`config.mk`:
```
export PLATFORM = sky130hd
export DESIGN_NAME = ufsc_cfg_regs
export DESIGN_NICKNAME = d
export VERILOG_FILES = /design/src/ufsc_pkg.sv /design/src/ufsc_fcr_shadow.sv /design/src/ufsc_cfg_regs.sv
export VERILOG_INCLUDE_DIRS = /design/src
export SDC_FILE = /design/constraint.sdc
export NUM_CORES = 1
export LEC_CHECK = 0
export ABC_CLOCK_PERIOD_IN_PS = 3000
export BUFFER_PORTS_ARGS = -buffer_cell sky130_fd_sc_hd__buf_2
export CORE_MARGIN = 3
export CORE_UTILIZATION = 50
export DETAILED_ROUTE_END_ITERATION = 16
export PLACE_DENSITY = 0.78
export SYNTH_ARGS = -nofsm -noshare
export SYNTH_HDL_FRONTEND = slang
export SYNTH_SLANG_ARGS = --single-unit
```
`constraint.sdc`:
```
create_clock -name ref_clk -period 3 [get_ports ref_clk]
set_input_delay 0.6 -clock ref_clk [delete_from_list [all_inputs] [get_ports ref_clk]]
set_output_delay 0.6 -clock ref_clk [all_outputs]
set_load 0.02 [all_outputs]
```
`src/ufsc_map.svh`:
```
// Register indexes, field positions, reset values and timing figures
`ifndef UFSC_MAP_SVH
`define UFSC_MAP_SVH
`define UFSC_IDX_RSVD_A 8'h14
`define UFSC_IDX_P1_SHADOW 8'h15
`define UFSC_IDX_P2_SHADOW 8'h16
`define UFSC_IDX_RSVD_B 8'h17
`define UFSC_IDX_MISC 8'h18
`define UFSC_RSVD_A_VAL 8'h00
`define UFSC_RSVD_B_VAL 8'h03
`define UFSC_MISC_RST 8'h00
`define UFSC_MISC_WMASK 8'hF0
`define UFSC_MISC_HARD_KEEP 8'h3F
`define UFSC_FCR_WMASK 8'hCF
`define UFSC_FCR_SELFCLR 8'hF9
`define UFSC_BIT_FIFO_EN 0
`define UFSC_BIT_RX_FLUSH 1
`define UFSC_BIT_TX_FLUSH 2
`define UFSC_BIT_DMA 3
`define UFSC_BIT_THR_LO 6
`define UFSC_BIT_MUSIC_LO 4
`define UFSC_BIT_SPEED_LO 6
`define UFSC_THR_1 4'h1
`define UFSC_THR_4 4'h4
`define UFSC_THR_8 4'h8
`define UFSC_THR_14 4'hE
`define UFSC_CLK_HZ 100000000
`define UFSC_MUSIC_BAUD 31250
`define UFSC_OVERSAMPLE 16
`endif

```
`src/ufsc_pkg.sv`:
```
// Types shared by the configuration shadow block
package ufsc_pkg;
    typedef logic [7:0] ufsc_byte_t;
    typedef enum logic [1:0] {
        UFSC_THR_ONE = 2'b00,
        UFSC_THR_FOUR = 2'b01,
        UFSC_THR_EIGHT = 2'b10,
        UFSC_THR_FOURTEEN = 2'b11
    } ufsc_thr_t;
endpackage

```
`src/ufsc_fcr_shadow.sv`:
```
// Shadow copy of one port's write-only FIFO control register
`timescale 1ns/100ps
`include "ufsc_map.svh"
module ufsc_fcr_shadow (
    input wire logic ref_clk,
    input wire logic rst,
    input wire logic fcr_wr,
    input wire ufsc_pkg::ufsc_byte_t fcr_wdata,
    output ufsc_pkg::ufsc_byte_t shadow,
    output logic fifo_en,
    output logic rx_queue_flush,
    output logic tx_queue_flush,
    output logic dma_mode,
    output ufsc_pkg::ufsc_thr_t rx_threshold
);
    import ufsc_pkg::*;

    ufsc_byte_t shadow_q;

    // Flush bits live one cycle, then self-clear
    always_ff @(posedge ref_clk or posedge rst) begin
        if (rst) begin
            shadow_q <= 8'h00;
        end else if (fcr_wr) begin
            shadow_q <= fcr_wdata & `UFSC_FCR_WMASK;
        end else begin
            shadow_q <= shadow_q & `UFSC_FCR_SELFCLR;
        end
    end

    assign shadow = shadow_q;
    assign fifo_en = shadow_q[`UFSC_BIT_FIFO_EN];
    assign rx_queue_flush = shadow_q[`UFSC_BIT_RX_FLUSH];
    assign tx_queue_flush = shadow_q[`UFSC_BIT_TX_FLUSH];
    // Stored for readback only; nothing in the port acts on it
    assign dma_mode = shadow_q[`UFSC_BIT_DMA];
    assign rx_threshold = ufsc_thr_t'(shadow_q[`UFSC_BIT_THR_LO +: 2]);

    a_flush_selfclr: assert property (@(posedge ref_clk) disable iff (rst)
        (rx_queue_flush || tx_queue_flush) && !fcr_wr |=> !rx_queue_flush && !tx_queue_flush)
        else $error("flush bit did not self-clear");
    a_shadow_follows: assert property (@(posedge ref_clk) disable iff (rst)
        fcr_wr |=> (shadow_q == (($past(fcr_wdata)) & `UFSC_FCR_WMASK)))
        else $error("shadow does not hold written value");
endmodule

```
`src/ufsc_cfg_regs.sv`:
```
// Configuration registers: two FIFO control shadows, reserved slots, ports 3/4 control
`timescale 1ns/100ps
`include "ufsc_map.svh"
module ufsc_cfg_regs #(
    parameter int NUM_SHADOW = 2,
    parameter int CLK_HZ = `UFSC_CLK_HZ
) (
    input wire logic ref_clk,
    input wire logic rst,
    input wire logic hard_rst_pin,
    input wire logic cfg_state,
    input wire logic index_wr,
    input wire ufsc_pkg::ufsc_byte_t index_wdata,
    input wire logic data_wr,
    input wire logic data_rd,
    input wire ufsc_pkg::ufsc_byte_t data_wdata,
    output ufsc_pkg::ufsc_byte_t data_rdata,
    output logic data_hit,
    output ufsc_pkg::ufsc_byte_t config_index_reg,
    input wire logic [NUM_SHADOW-1:0] fcr_wr,
    input wire ufsc_pkg::ufsc_byte_t fcr_wdata,
    output logic [NUM_SHADOW-1:0] fifo_en,
    output logic [NUM_SHADOW-1:0] rx_queue_flush,
    output logic [NUM_SHADOW-1:0] tx_queue_flush,
    output logic [NUM_SHADOW-1:0] dma_mode,
    output logic [NUM_SHADOW*4-1:0] rx_threshold_bytes,
    output logic port3_music_clock_sel,
    output logic port4_music_clock_sel,
    output logic port3_high_speed,
    output logic port4_high_speed,
    output logic [1:0] music_baud16_tick
);
    import ufsc_pkg::*;

    localparam int MUSIC_DIV = CLK_HZ / (`UFSC_MUSIC_BAUD * `UFSC_OVERSAMPLE);
    localparam int DIV_W = $clog2(MUSIC_DIV + 1);
    localparam logic [DIV_W-1:0] DIV_LAST = DIV_W'(MUSIC_DIV - 1);
    localparam logic [DIV_W-1:0] GAP_FIRST = DIV_W'(MUSIC_DIV);

    ufsc_byte_t index_q;
    ufsc_byte_t misc_q;
    ufsc_byte_t rdata_q;
    logic hit_q;
    logic hard_meta_q;
    logic hard_sync_q;
    ufsc_byte_t shadow [NUM_SHADOW];
    ufsc_thr_t thr [NUM_SHADOW];
    logic idx_ok;
    logic misc_wr;
    ufsc_byte_t rd_mux;

    // Hard reset comes from a pin, so two flops before use
    always_ff @(posedge ref_clk or posedge rst) begin
        if (rst) begin
            hard_meta_q <= 1'b0;
            hard_sync_q <= 1'b0;
        end else begin
            hard_meta_q <= hard_rst_pin;
            hard_sync_q <= hard_meta_q;
        end
    end

    // Index is only loaded while the port is in configuration state
    always_ff @(posedge ref_clk or posedge rst) begin
        if (rst) begin
            index_q <= 8'h00;
        end else if (cfg_state && index_wr) begin
            index_q <= index_wdata;
        end
    end
    assign config_index_reg = index_q;

    generate
        for (genvar p = 0; p < NUM_SHADOW; p++) begin : g_shadow
            ufsc_fcr_shadow u_shadow (
                .ref_clk(ref_clk),
                .rst(rst),
                .fcr_wr(fcr_wr[p]),
                .fcr_wdata(fcr_wdata),
                .shadow(shadow[p]),
                .fifo_en(fifo_en[p]),
                .rx_queue_flush(rx_queue_flush[p]),
                .tx_queue_flush(tx_queue_flush[p]),
                .dma_mode(dma_mode[p]),
                .rx_threshold(thr[p])
            );
            always_comb begin
                case (thr[p])
                    UFSC_THR_ONE: rx_threshold_bytes[p*4 +: 4] = `UFSC_THR_1;
                    UFSC_THR_FOUR: rx_threshold_bytes[p*4 +: 4] = `UFSC_THR_4;
                    UFSC_THR_EIGHT: rx_threshold_bytes[p*4 +: 4] = `UFSC_THR_8;
                    UFSC_THR_FOURTEEN: rx_threshold_bytes[p*4 +: 4] = `UFSC_THR_14;
                    default: rx_threshold_bytes[p*4 +: 4] = `UFSC_THR_1;
                endcase
            end

            a_shadow_write: assert property (@(posedge ref_clk) disable iff (rst)
                fcr_wr[p] |=> shadow[p] == ($past(fcr_wdata) & `UFSC_FCR_WMASK))
                else $error("shadow missed a control write");
            a_shadow_hold: assert property (@(posedge ref_clk) disable iff (rst)
                !fcr_wr[p] |=> shadow[p] == ($past(shadow[p]) & `UFSC_FCR_SELFCLR))
                else $error("shadow changed without a control write");
            a_enable_follows: assert property (@(posedge ref_clk) disable iff (rst)
                fcr_wr[p] |=> fifo_en[p] == $past(fcr_wdata[`UFSC_BIT_FIFO_EN]))
                else $error("queue enable does not follow its bit");
            a_rx_flush: assert property (@(posedge ref_clk) disable iff (rst)
                fcr_wr[p] |=> rx_queue_flush[p] == $past(fcr_wdata[`UFSC_BIT_RX_FLUSH]))
                else $error("receive flush does not follow its bit");
            a_tx_flush: assert property (@(posedge ref_clk) disable iff (rst)
                fcr_wr[p] |=> tx_queue_flush[p] == $past(fcr_wdata[`UFSC_BIT_TX_FLUSH]))
                else $error("transmit flush does not follow its bit");
            a_dma_kept: assert property (@(posedge ref_clk) disable iff (rst)
                fcr_wr[p] |=> dma_mode[p] == $past(fcr_wdata[`UFSC_BIT_DMA]))
                else $error("DMA select not stored");
            a_shadow_rsvd: assert property (@(posedge ref_clk) disable iff (rst)
                (shadow[p] & ~`UFSC_FCR_WMASK) == 8'h00)
                else $error("shadow reserved bits set");
            a_thr_map: assert property (@(posedge ref_clk) disable iff (rst)
                rx_threshold_bytes[p*4 +: 4] == (shadow[p][`UFSC_BIT_THR_LO + 1]
                ? (shadow[p][`UFSC_BIT_THR_LO] ? `UFSC_THR_14 : `UFSC_THR_8)
                : (shadow[p][`UFSC_BIT_THR_LO] ? `UFSC_THR_4 : `UFSC_THR_1)))
                else $error("threshold decode wrong");
            a_thr_keep: assert property (@(posedge ref_clk) disable iff (rst)
                !fcr_wr[p] |=> $stable(rx_threshold_bytes[p*4 +: 4]))
                else $error("threshold moved without a write");
        end
    endgenerate

    assign idx_ok = cfg_state;
    assign misc_wr = idx_ok && data_wr && (index_q == `UFSC_IDX_MISC);

    // Only the upper nibble is writable; hard reset drops the speed bits
    always_ff @(posedge ref_clk or posedge rst) begin
        if (rst) begin
            misc_q <= `UFSC_MISC_RST;
        end else if (hard_sync_q) begin
            misc_q <= misc_q & `UFSC_MISC_HARD_KEEP;
        end else if (misc_wr) begin
            misc_q <= data_wdata & `UFSC_MISC_WMASK;
        end
    end

    assign port3_music_clock_sel = misc_q[`UFSC_BIT_MUSIC_LO];
    assign port4_music_clock_sel = misc_q[`UFSC_BIT_MUSIC_LO + 1];
    assign port3_high_speed = misc_q[`UFSC_BIT_SPEED_LO];
    assign port4_high_speed = misc_q[`UFSC_BIT_SPEED_LO + 1];

    // Divider is exact at 100 MHz; other clocks may miss the 1% window
    generate
        for (genvar m = 0; m < 2; m++) begin : g_music
            logic [DIV_W-1:0] div_q;
            logic tick_q;
            always_ff @(posedge ref_clk or posedge rst) begin
                if (rst) begin
                    div_q <= '0;
                    tick_q <= 1'b0;
                end else if (!misc_q[`UFSC_BIT_MUSIC_LO + m]) begin
                    div_q <= '0;
                    tick_q <= 1'b0;
                end else if (div_q == DIV_LAST) begin
                    div_q <= '0;
                    tick_q <= 1'b1;
                end else begin
                    div_q <= div_q + 1'b1;
                    tick_q <= 1'b0;
                end
            end
            assign music_baud16_tick[m] = tick_q;
        end
    endgenerate

    // Read decode; reserved slot A has no storage, so it reads a fixed value
    always_comb begin
        case (index_q)
            `UFSC_IDX_RSVD_A: rd_mux = `UFSC_RSVD_A_VAL;
            `UFSC_IDX_P1_SHADOW: rd_mux = shadow[0];
            `UFSC_IDX_P2_SHADOW: rd_mux = shadow[NUM_SHADOW-1];
            `UFSC_IDX_RSVD_B: rd_mux = `UFSC_RSVD_B_VAL;
            `UFSC_IDX_MISC: rd_mux = misc_q;
            default: rd_mux = 8'h00;
        endcase
    end

    always_ff @(posedge ref_clk or posedge rst) begin
        if (rst) begin
            rdata_q <= 8'h00;
            hit_q <= 1'b0;
        end else if (idx_ok && data_rd) begin
            rdata_q <= rd_mux;
            hit_q <= (index_q >= `UFSC_IDX_RSVD_A) && (index_q <= `UFSC_IDX_MISC);
        end else begin
            hit_q <= 1'b0;
        end
    end
    assign data_rdata = rdata_q;
    assign data_hit = hit_q;

    a_misc_low_zero: assert property (@(posedge ref_clk) disable iff (rst)
        misc_q[3:0] == 4'h0)
        else $error("misc reserved bits not zero");
    a_hard_rst_speed: assert property (@(posedge ref_clk) disable iff (rst)
        hard_rst_pin ##1 hard_rst_pin |=> ##1 (misc_q[7:6] == 2'b00))
        else $error("speed bits survived hard reset");
    a_hard_keep_music: assert property (@(posedge ref_clk) disable iff (rst)
        hard_sync_q |=> misc_q[5:4] == $past(misc_q[5:4]))
        else $error("hard reset touched music bits");
    a_rsvd_b_read: assert property (@(posedge ref_clk) disable iff (rst)
        cfg_state && data_rd && index_q == `UFSC_IDX_RSVD_B |=> data_rdata == 8'h03)
        else $error("reserved slot B did not read 03");
    a_no_read_outside: assert property (@(posedge ref_clk) disable iff (rst)
        !cfg_state |=> !data_hit && $stable(data_rdata))
        else $error("read served outside config state");
    a_idx_hold: assert property (@(posedge ref_clk) disable iff (rst)
        !cfg_state |=> $stable(index_q))
        else $error("index changed outside config state");
    a_p1_shadow_rd: assert property (@(posedge ref_clk) disable iff (rst)
        cfg_state && data_rd && index_q == `UFSC_IDX_P1_SHADOW |=> data_rdata[5:4] == 2'b00)
        else $error("shadow reserved bits not zero");
    a_shadow_ro: assert property (@(posedge ref_clk) disable iff (rst)
        data_wr && !(|fcr_wr) && !fifo_en[0] |=> !fifo_en[0])
        else $error("config write changed shadow");
    a_music_period: assert property (@(posedge ref_clk) disable iff (rst)
        music_baud16_tick[0] && port3_music_clock_sel ##1 port3_music_clock_sel [*8]
        |-> !music_baud16_tick[0])
        else $error("music tick too frequent");
    a_music_off: assert property (@(posedge ref_clk) disable iff (rst)
        !port3_music_clock_sel |=> !music_baud16_tick[0])
        else $error("music tick while disabled");

    a_idx_load: assert property (@(posedge ref_clk) disable iff (rst)
        cfg_state && index_wr |=> config_index_reg == $past(index_wdata))
        else $error("index not loaded");
    a_misc_write: assert property (@(posedge ref_clk) disable iff (rst)
        cfg_state && data_wr && index_q == `UFSC_IDX_MISC && !hard_sync_q
        |=> misc_q == ($past(data_wdata) & `UFSC_MISC_WMASK))
        else $error("misc write did not land");
    a_misc_guard: assert property (@(posedge ref_clk) disable iff (rst)
        !(cfg_state && data_wr && index_q == `UFSC_IDX_MISC) && !hard_sync_q |=> $stable(misc_q))
        else $error("misc changed without its write");
    a_music_set: assert property (@(posedge ref_clk) disable iff (rst)
        cfg_state && data_wr && index_q == `UFSC_IDX_MISC && !hard_sync_q
        |=> {port4_music_clock_sel, port3_music_clock_sel} == $past(data_wdata[`UFSC_BIT_MUSIC_LO +: 2]))
        else $error("music select not written");
    a_speed_set: assert property (@(posedge ref_clk) disable iff (rst)
        cfg_state && data_wr && index_q == `UFSC_IDX_MISC && !hard_sync_q
        |=> {port4_high_speed, port3_high_speed} == $past(data_wdata[`UFSC_BIT_SPEED_LO +: 2]))
        else $error("speed select not written");
    a_hard_wins: assert property (@(posedge ref_clk) disable iff (rst)
        hard_sync_q |=> {port4_high_speed, port3_high_speed} == 2'b00)
        else $error("speed bits kept during hard reset");

    a_rsvd_a_hit: assert property (@(posedge ref_clk) disable iff (rst)
        cfg_state && data_rd && index_q == `UFSC_IDX_RSVD_A |=> data_hit && data_rdata == `UFSC_RSVD_A_VAL)
        else $error("reserved slot A read wrong");
    a_p1_read: assert property (@(posedge ref_clk) disable iff (rst)
        cfg_state && data_rd && index_q == `UFSC_IDX_P1_SHADOW |=> data_hit && data_rdata == $past(shadow[0]))
        else $error("port one shadow read wrong");
    a_p2_read: assert property (@(posedge ref_clk) disable iff (rst)
        cfg_state && data_rd && index_q == `UFSC_IDX_P2_SHADOW |=> data_hit && data_rdata == $past(shadow[1]))
        else $error("port two shadow read wrong");
    a_misc_read: assert property (@(posedge ref_clk) disable iff (rst)
        cfg_state && data_rd && index_q == `UFSC_IDX_MISC |=> data_hit && data_rdata == $past(misc_q))
        else $error("misc read wrong");
    a_miss_read: assert property (@(posedge ref_clk) disable iff (rst)
        cfg_state && data_rd && (index_q < `UFSC_IDX_RSVD_A || index_q > `UFSC_IDX_MISC)
        |=> !data_hit && data_rdata == 8'h00)
        else $error("unknown index answered");
    a_rdata_hold: assert property (@(posedge ref_clk) disable iff (rst)
        !(cfg_state && data_rd) |=> !data_hit && $stable(data_rdata))
        else $error("read data moved without a read");
    a_hit_source: assert property (@(posedge ref_clk) disable iff (rst)
        data_hit |-> $past(cfg_state && data_rd))
        else $error("hit without an accepted read");
    a_flush_read_zero: assert property (@(posedge ref_clk) disable iff (rst)
        cfg_state && data_rd && index_q == `UFSC_IDX_P1_SHADOW && !fcr_wr[0] && !$past(fcr_wr[0])
        |=> data_rdata[`UFSC_BIT_TX_FLUSH:`UFSC_BIT_RX_FLUSH] == 2'b00)
        else $error("flush bits read back set");

    // Checker-only gap counters; they saturate so a lost tick cannot wrap to a legal count
    generate
        for (genvar k = 0; k < 2; k++) begin : g_tick_gap
            logic [DIV_W-1:0] gap_q;
            logic seen_q;
            always_ff @(posedge ref_clk or posedge rst) begin
                if (rst) begin
                    gap_q <= '0;
                    seen_q <= 1'b0;
                end else if (!misc_q[`UFSC_BIT_MUSIC_LO + k]) begin
                    gap_q <= '0;
                    seen_q <= 1'b0;
                end else if (music_baud16_tick[k]) begin
                    gap_q <= '0;
                    seen_q <= 1'b1;
                end else if (gap_q != GAP_FIRST) begin
                    gap_q <= gap_q + 1'b1;
                end
            end
            a_tick_first: assert property (@(posedge ref_clk) disable iff (rst)
                music_baud16_tick[k] && !seen_q |-> gap_q == GAP_FIRST)
                else $error("first music tick at wrong time");
            a_tick_spacing: assert property (@(posedge ref_clk) disable iff (rst)
                music_baud16_tick[k] && seen_q |-> gap_q == DIV_LAST)
                else $error("music tick spacing wrong");
            a_tick_late: assert property (@(posedge ref_clk) disable iff (rst)
                gap_q == GAP_FIRST |-> music_baud16_tick[k])
                else $error("music tick missing");
            a_tick_quiet: assert property (@(posedge ref_clk) disable iff (rst)
                !misc_q[`UFSC_BIT_MUSIC_LO + k] |=> !music_baud16_tick[k])
                else $error("music tick on a disabled port");
        end
    endgenerate

    c_misc_write: cover property (@(posedge ref_clk) disable iff (rst)
        misc_wr ##1 port3_high_speed);
    c_flush_seen: cover property (@(posedge ref_clk) disable iff (rst)
        rx_queue_flush[0] ##1 !rx_queue_flush[0]);
    c_shadow_read: cover property (@(posedge ref_clk) disable iff (rst)
        cfg_state && data_rd && index_q == `UFSC_IDX_P2_SHADOW);
    c_music_tick: cover property (@(posedge ref_clk) disable iff (rst)
        music_baud16_tick[1]);
    c_port2_flush: cover property (@(posedge ref_clk) disable iff (rst)
        rx_queue_flush[1] && tx_queue_flush[1]);
endmodule

```
==> impl_metrics.tcl <==
set metrics [dict create \
    path_buf_inv 0 \
    htree_levels 2 \
    worst_pin_slew_ns 0.651 \
    path_clk_slew_ns 0.09 \
    cpMaxStageDelayCell "or4b_4" \
    drtIter0Drc 64 \
    post-route-period-util 0.628 \
    path_class "flip-flop to flip-flop" \
    crit_chain "or4b_4 > nor4_4 > mux2_2" \
    fin_setup_tns_ns 0 \
    syn_nets 233 \
    end_kind "flip-flop" \
    die_h_um 74.7 \
    skew_ns 0.00589 \
    pre_cts_ws_ns 1.13 \
    cp.depth 3 \
    yosys.area_share.simple 0.177 \
    fillers 378 \
    max-clock-path-buffers 2 \
    r2r_cells 3 \
    syn_avg_cell_area_um2 11.9 \
    port_buffers 65 \
    diodes 0 \
    synthMuxAreaShare 0.0944 \
    drive_gt1_frac 0.387 \
    worstHoldPathCells 0 \
    ys_warn_count 0 \
    max_freq_ghz 0.530 \
    max_stage_delay_ns 0.61 \
    gp_congestion 0.746 \
    final_antenna_net_count 0 \
    clock-root-buffer "clkbuf_8" \
    firstDrtPassIters 4 \
    vias 1596 \
    worst_ep_arrival_time_ns 2.07 \
    min_path_type "flip-flop to flip-flop" \
    largest-register "g_music.div_q" \
    ys_types 33 \
    post_synth_fa_ha_maj_area_fraction 0.0106 \
    worstSetupStartpointType "flip-flop" \
    peakVddDrop_v 0.000289 \
    cts_tree "done" \
    layout.nets 288 \
    rsz0062_at_grt "false" \
    status "completed" \
    area_growth_pct 15.7 \
    crit_family "simple AND/OR/NAND/NOR gates" \
    antenna_found_initial 0 \
    die_w_um 74.7 \
    grt_pass1_wl_mm 7.34 \
    start_util 0.531 \
    synth_top_family_by_area "simple AND/OR/NAND/NOR gates" \
    coreArea_mm2 0.00444 \
    viasPerCell 5.23 \
    clock_latency_ns 0.29 \
    largest_reg_flops 16 \
    ys_ff_latch 53 \
    ios 72 \
    synthCells 198 \
    wire_per_inst_um 14.1 \
    grt_overflow 0 \
    hold_buffers 0 \
    p_total_mw 1.40 \
    drc 0 \
    synth_area_mm2 0.00236 \
    grt_max_degree 54 \
    synth_top_area_frac 0.562 \
    leakage_nw 1.36 \
    postCtsSetupRepairBufs 0 \
    p_per_area_mw_per_mm2 512 \
    dpl.hpwl_mm 3.23 \
    first_global_vias 1615 \
    synth_top_area_cell "dfrtp_1" \
    numCtsBuffers 5 \
    setup_viol_count_final 0 \
    dieArea_mm2 0.00558 \
    wirelength_mm 4.31 \
    post-route-min-period_ns 1.89 \
    worstPathRequired_ns 3.18 \
    hold_viol 0 \
    yosys.area_share.xor_xnor 0.0445 \
    setup_ws_ns 1.11 \
    post_cts_resized 0 \
    grtUsageTotal 0.170 \
    synth_area_leaders "dfrtp_1 56%, mux2_2 8.6%, and2_1 4.0%" \
    drv_slew 0 \
    cts_sinks 53 \
    drv_cap 0 \
    synth-seq-area-share 0.562 \
    row_count 24 \
    critPathMaxFanout 11 \
    synth_compound_area_frac 0.0604 \
    maxSlewHeadroom 0.566 \
]
==> routing by layer <==
metal | vias to the layer above | part of all wire | wire length, um | track usage
met5 | - | 0 | 0 | 0
met4 | 0 | 0.0098 | 42 | 0.0415
met3 | 6 | 0.061 | 263 | 0.0427
met2 | 48 | 0.50 | 2140 | 0.295
met1 | 760 | 0.43 | 1860 | 0.216
li1 | 782 | - | - | -
==> synth_stat cells <==
cell type and instances:
nor4bb_1 2, buf_6 1, and2_1 15, a22oi_1 2, nand2b_1 2, nand4_1 2, or4b_4 2, o41ai_2 2
xnor2_1 5, inv_1 2, ha_1 2, buf_4 10, a211oi_1 2, o21ai_0 5, nor3_2 1, nand2_1 11
xor2_1 7, dfrtp_1 53, nand3_1 10, o31ai_1 2, and3_1 4, clkbuf_1 6, mux2_2 18, a21oi_1 2
a31oi_1 2, nor4_1 2, nor4_4 1, or2_4 1, nor2b_1 4, nor2_1 15, a22o_1 2, mux2i_1 2
buf_2 1
==> per-stage QoR <==
step	instances	hold WS, ns	utilization	area, um^2
after floorplan	198	0.331	-	2360
after global placement	298	0.338	0.595	2640
after detailed placement	298	0.341	0.595	2640
after CTS	305	0.360	0.614	2730
after global routing	305	0.373	0.614	2730
final	305	0.357	0.614	2730
==> layout make-up <==
class,count,area (um^2),share of cell area
flip-flops and latches,53,1330,0.486
multi-input cells,125,912,0.334
repair buffers,66,333,0.122
clock buffers,7,86.3,0.0316
well taps,52,65.1,0.0238
inverters,2,7.51,0.00275
==> placed cells by master (no fill, tap or decap) <==
cell type / n
o21ai_0: 5
nor2_1: 15
inv_1: 1
nor3_2: 1
mux2i_1: 2
mux2_2: 18
nor4_1: 2
buf_2: 65
clkbuf_1: 1
a22o_1: 2
nor4bb_1: 2
inv_2: 1
dfrtp_1: 53
nand2b_1: 2
o31ai_1: 2
nand3_1: 10
clkbuf_8: 6
a31oi_1: 2
or2_4: 1
a211oi_1: 2
xor2_1: 7
ha_1: 2
nand2_1: 11
buf_4: 1
nor2b_1: 4
and2_1: 15
a21oi_1: 2
a22oi_1: 2
nand4_1: 2
xnor2_1: 5
nor4_4: 1
and3_1: 4
o41ai_2: 2
or4b_4: 2
==> final timing paths <==
path                                      from                  end  slack (ns)
max in group asynchronous                  rst  config_index_reg[2]        2.10
hold reg to reg                    hard_meta_q          hard_sync_q        0.36
min in group asynchronous                  rst            misc_q[5]        0.47
setup / recovery           config_index_reg[1]            misc_q[4]        1.11
setup reg to reg           config_index_reg[1]            misc_q[4]        1.11
hold / removal                     hard_meta_q          hard_sync_q        0.36
==> logic make-up (layout without fill, tap and decap cells) <==
| kind of cell | count (synthesis) | after routing |
|---|---|---|
| and+or+nand+nor | 72 | 72 |
| muxes | 20 | 20 |
| AOI/OAI and AO/OA | 19 | 19 |
| adders and majority gates | 2 | 2 |
| buffers and inverters | 20 | 75 |
| DFF | 53 | 53 |
| xor gates and xnor gates | 12 | 12 |
==> power by group <==
group	switching (mW)	leakage, nW	internal (mW)
registers	0.0447	0.693	0.751
clock network	0.211	0.0443	0.183
logic	0.123	0.618	0.0847
Power figures use the tool's default switching activity.
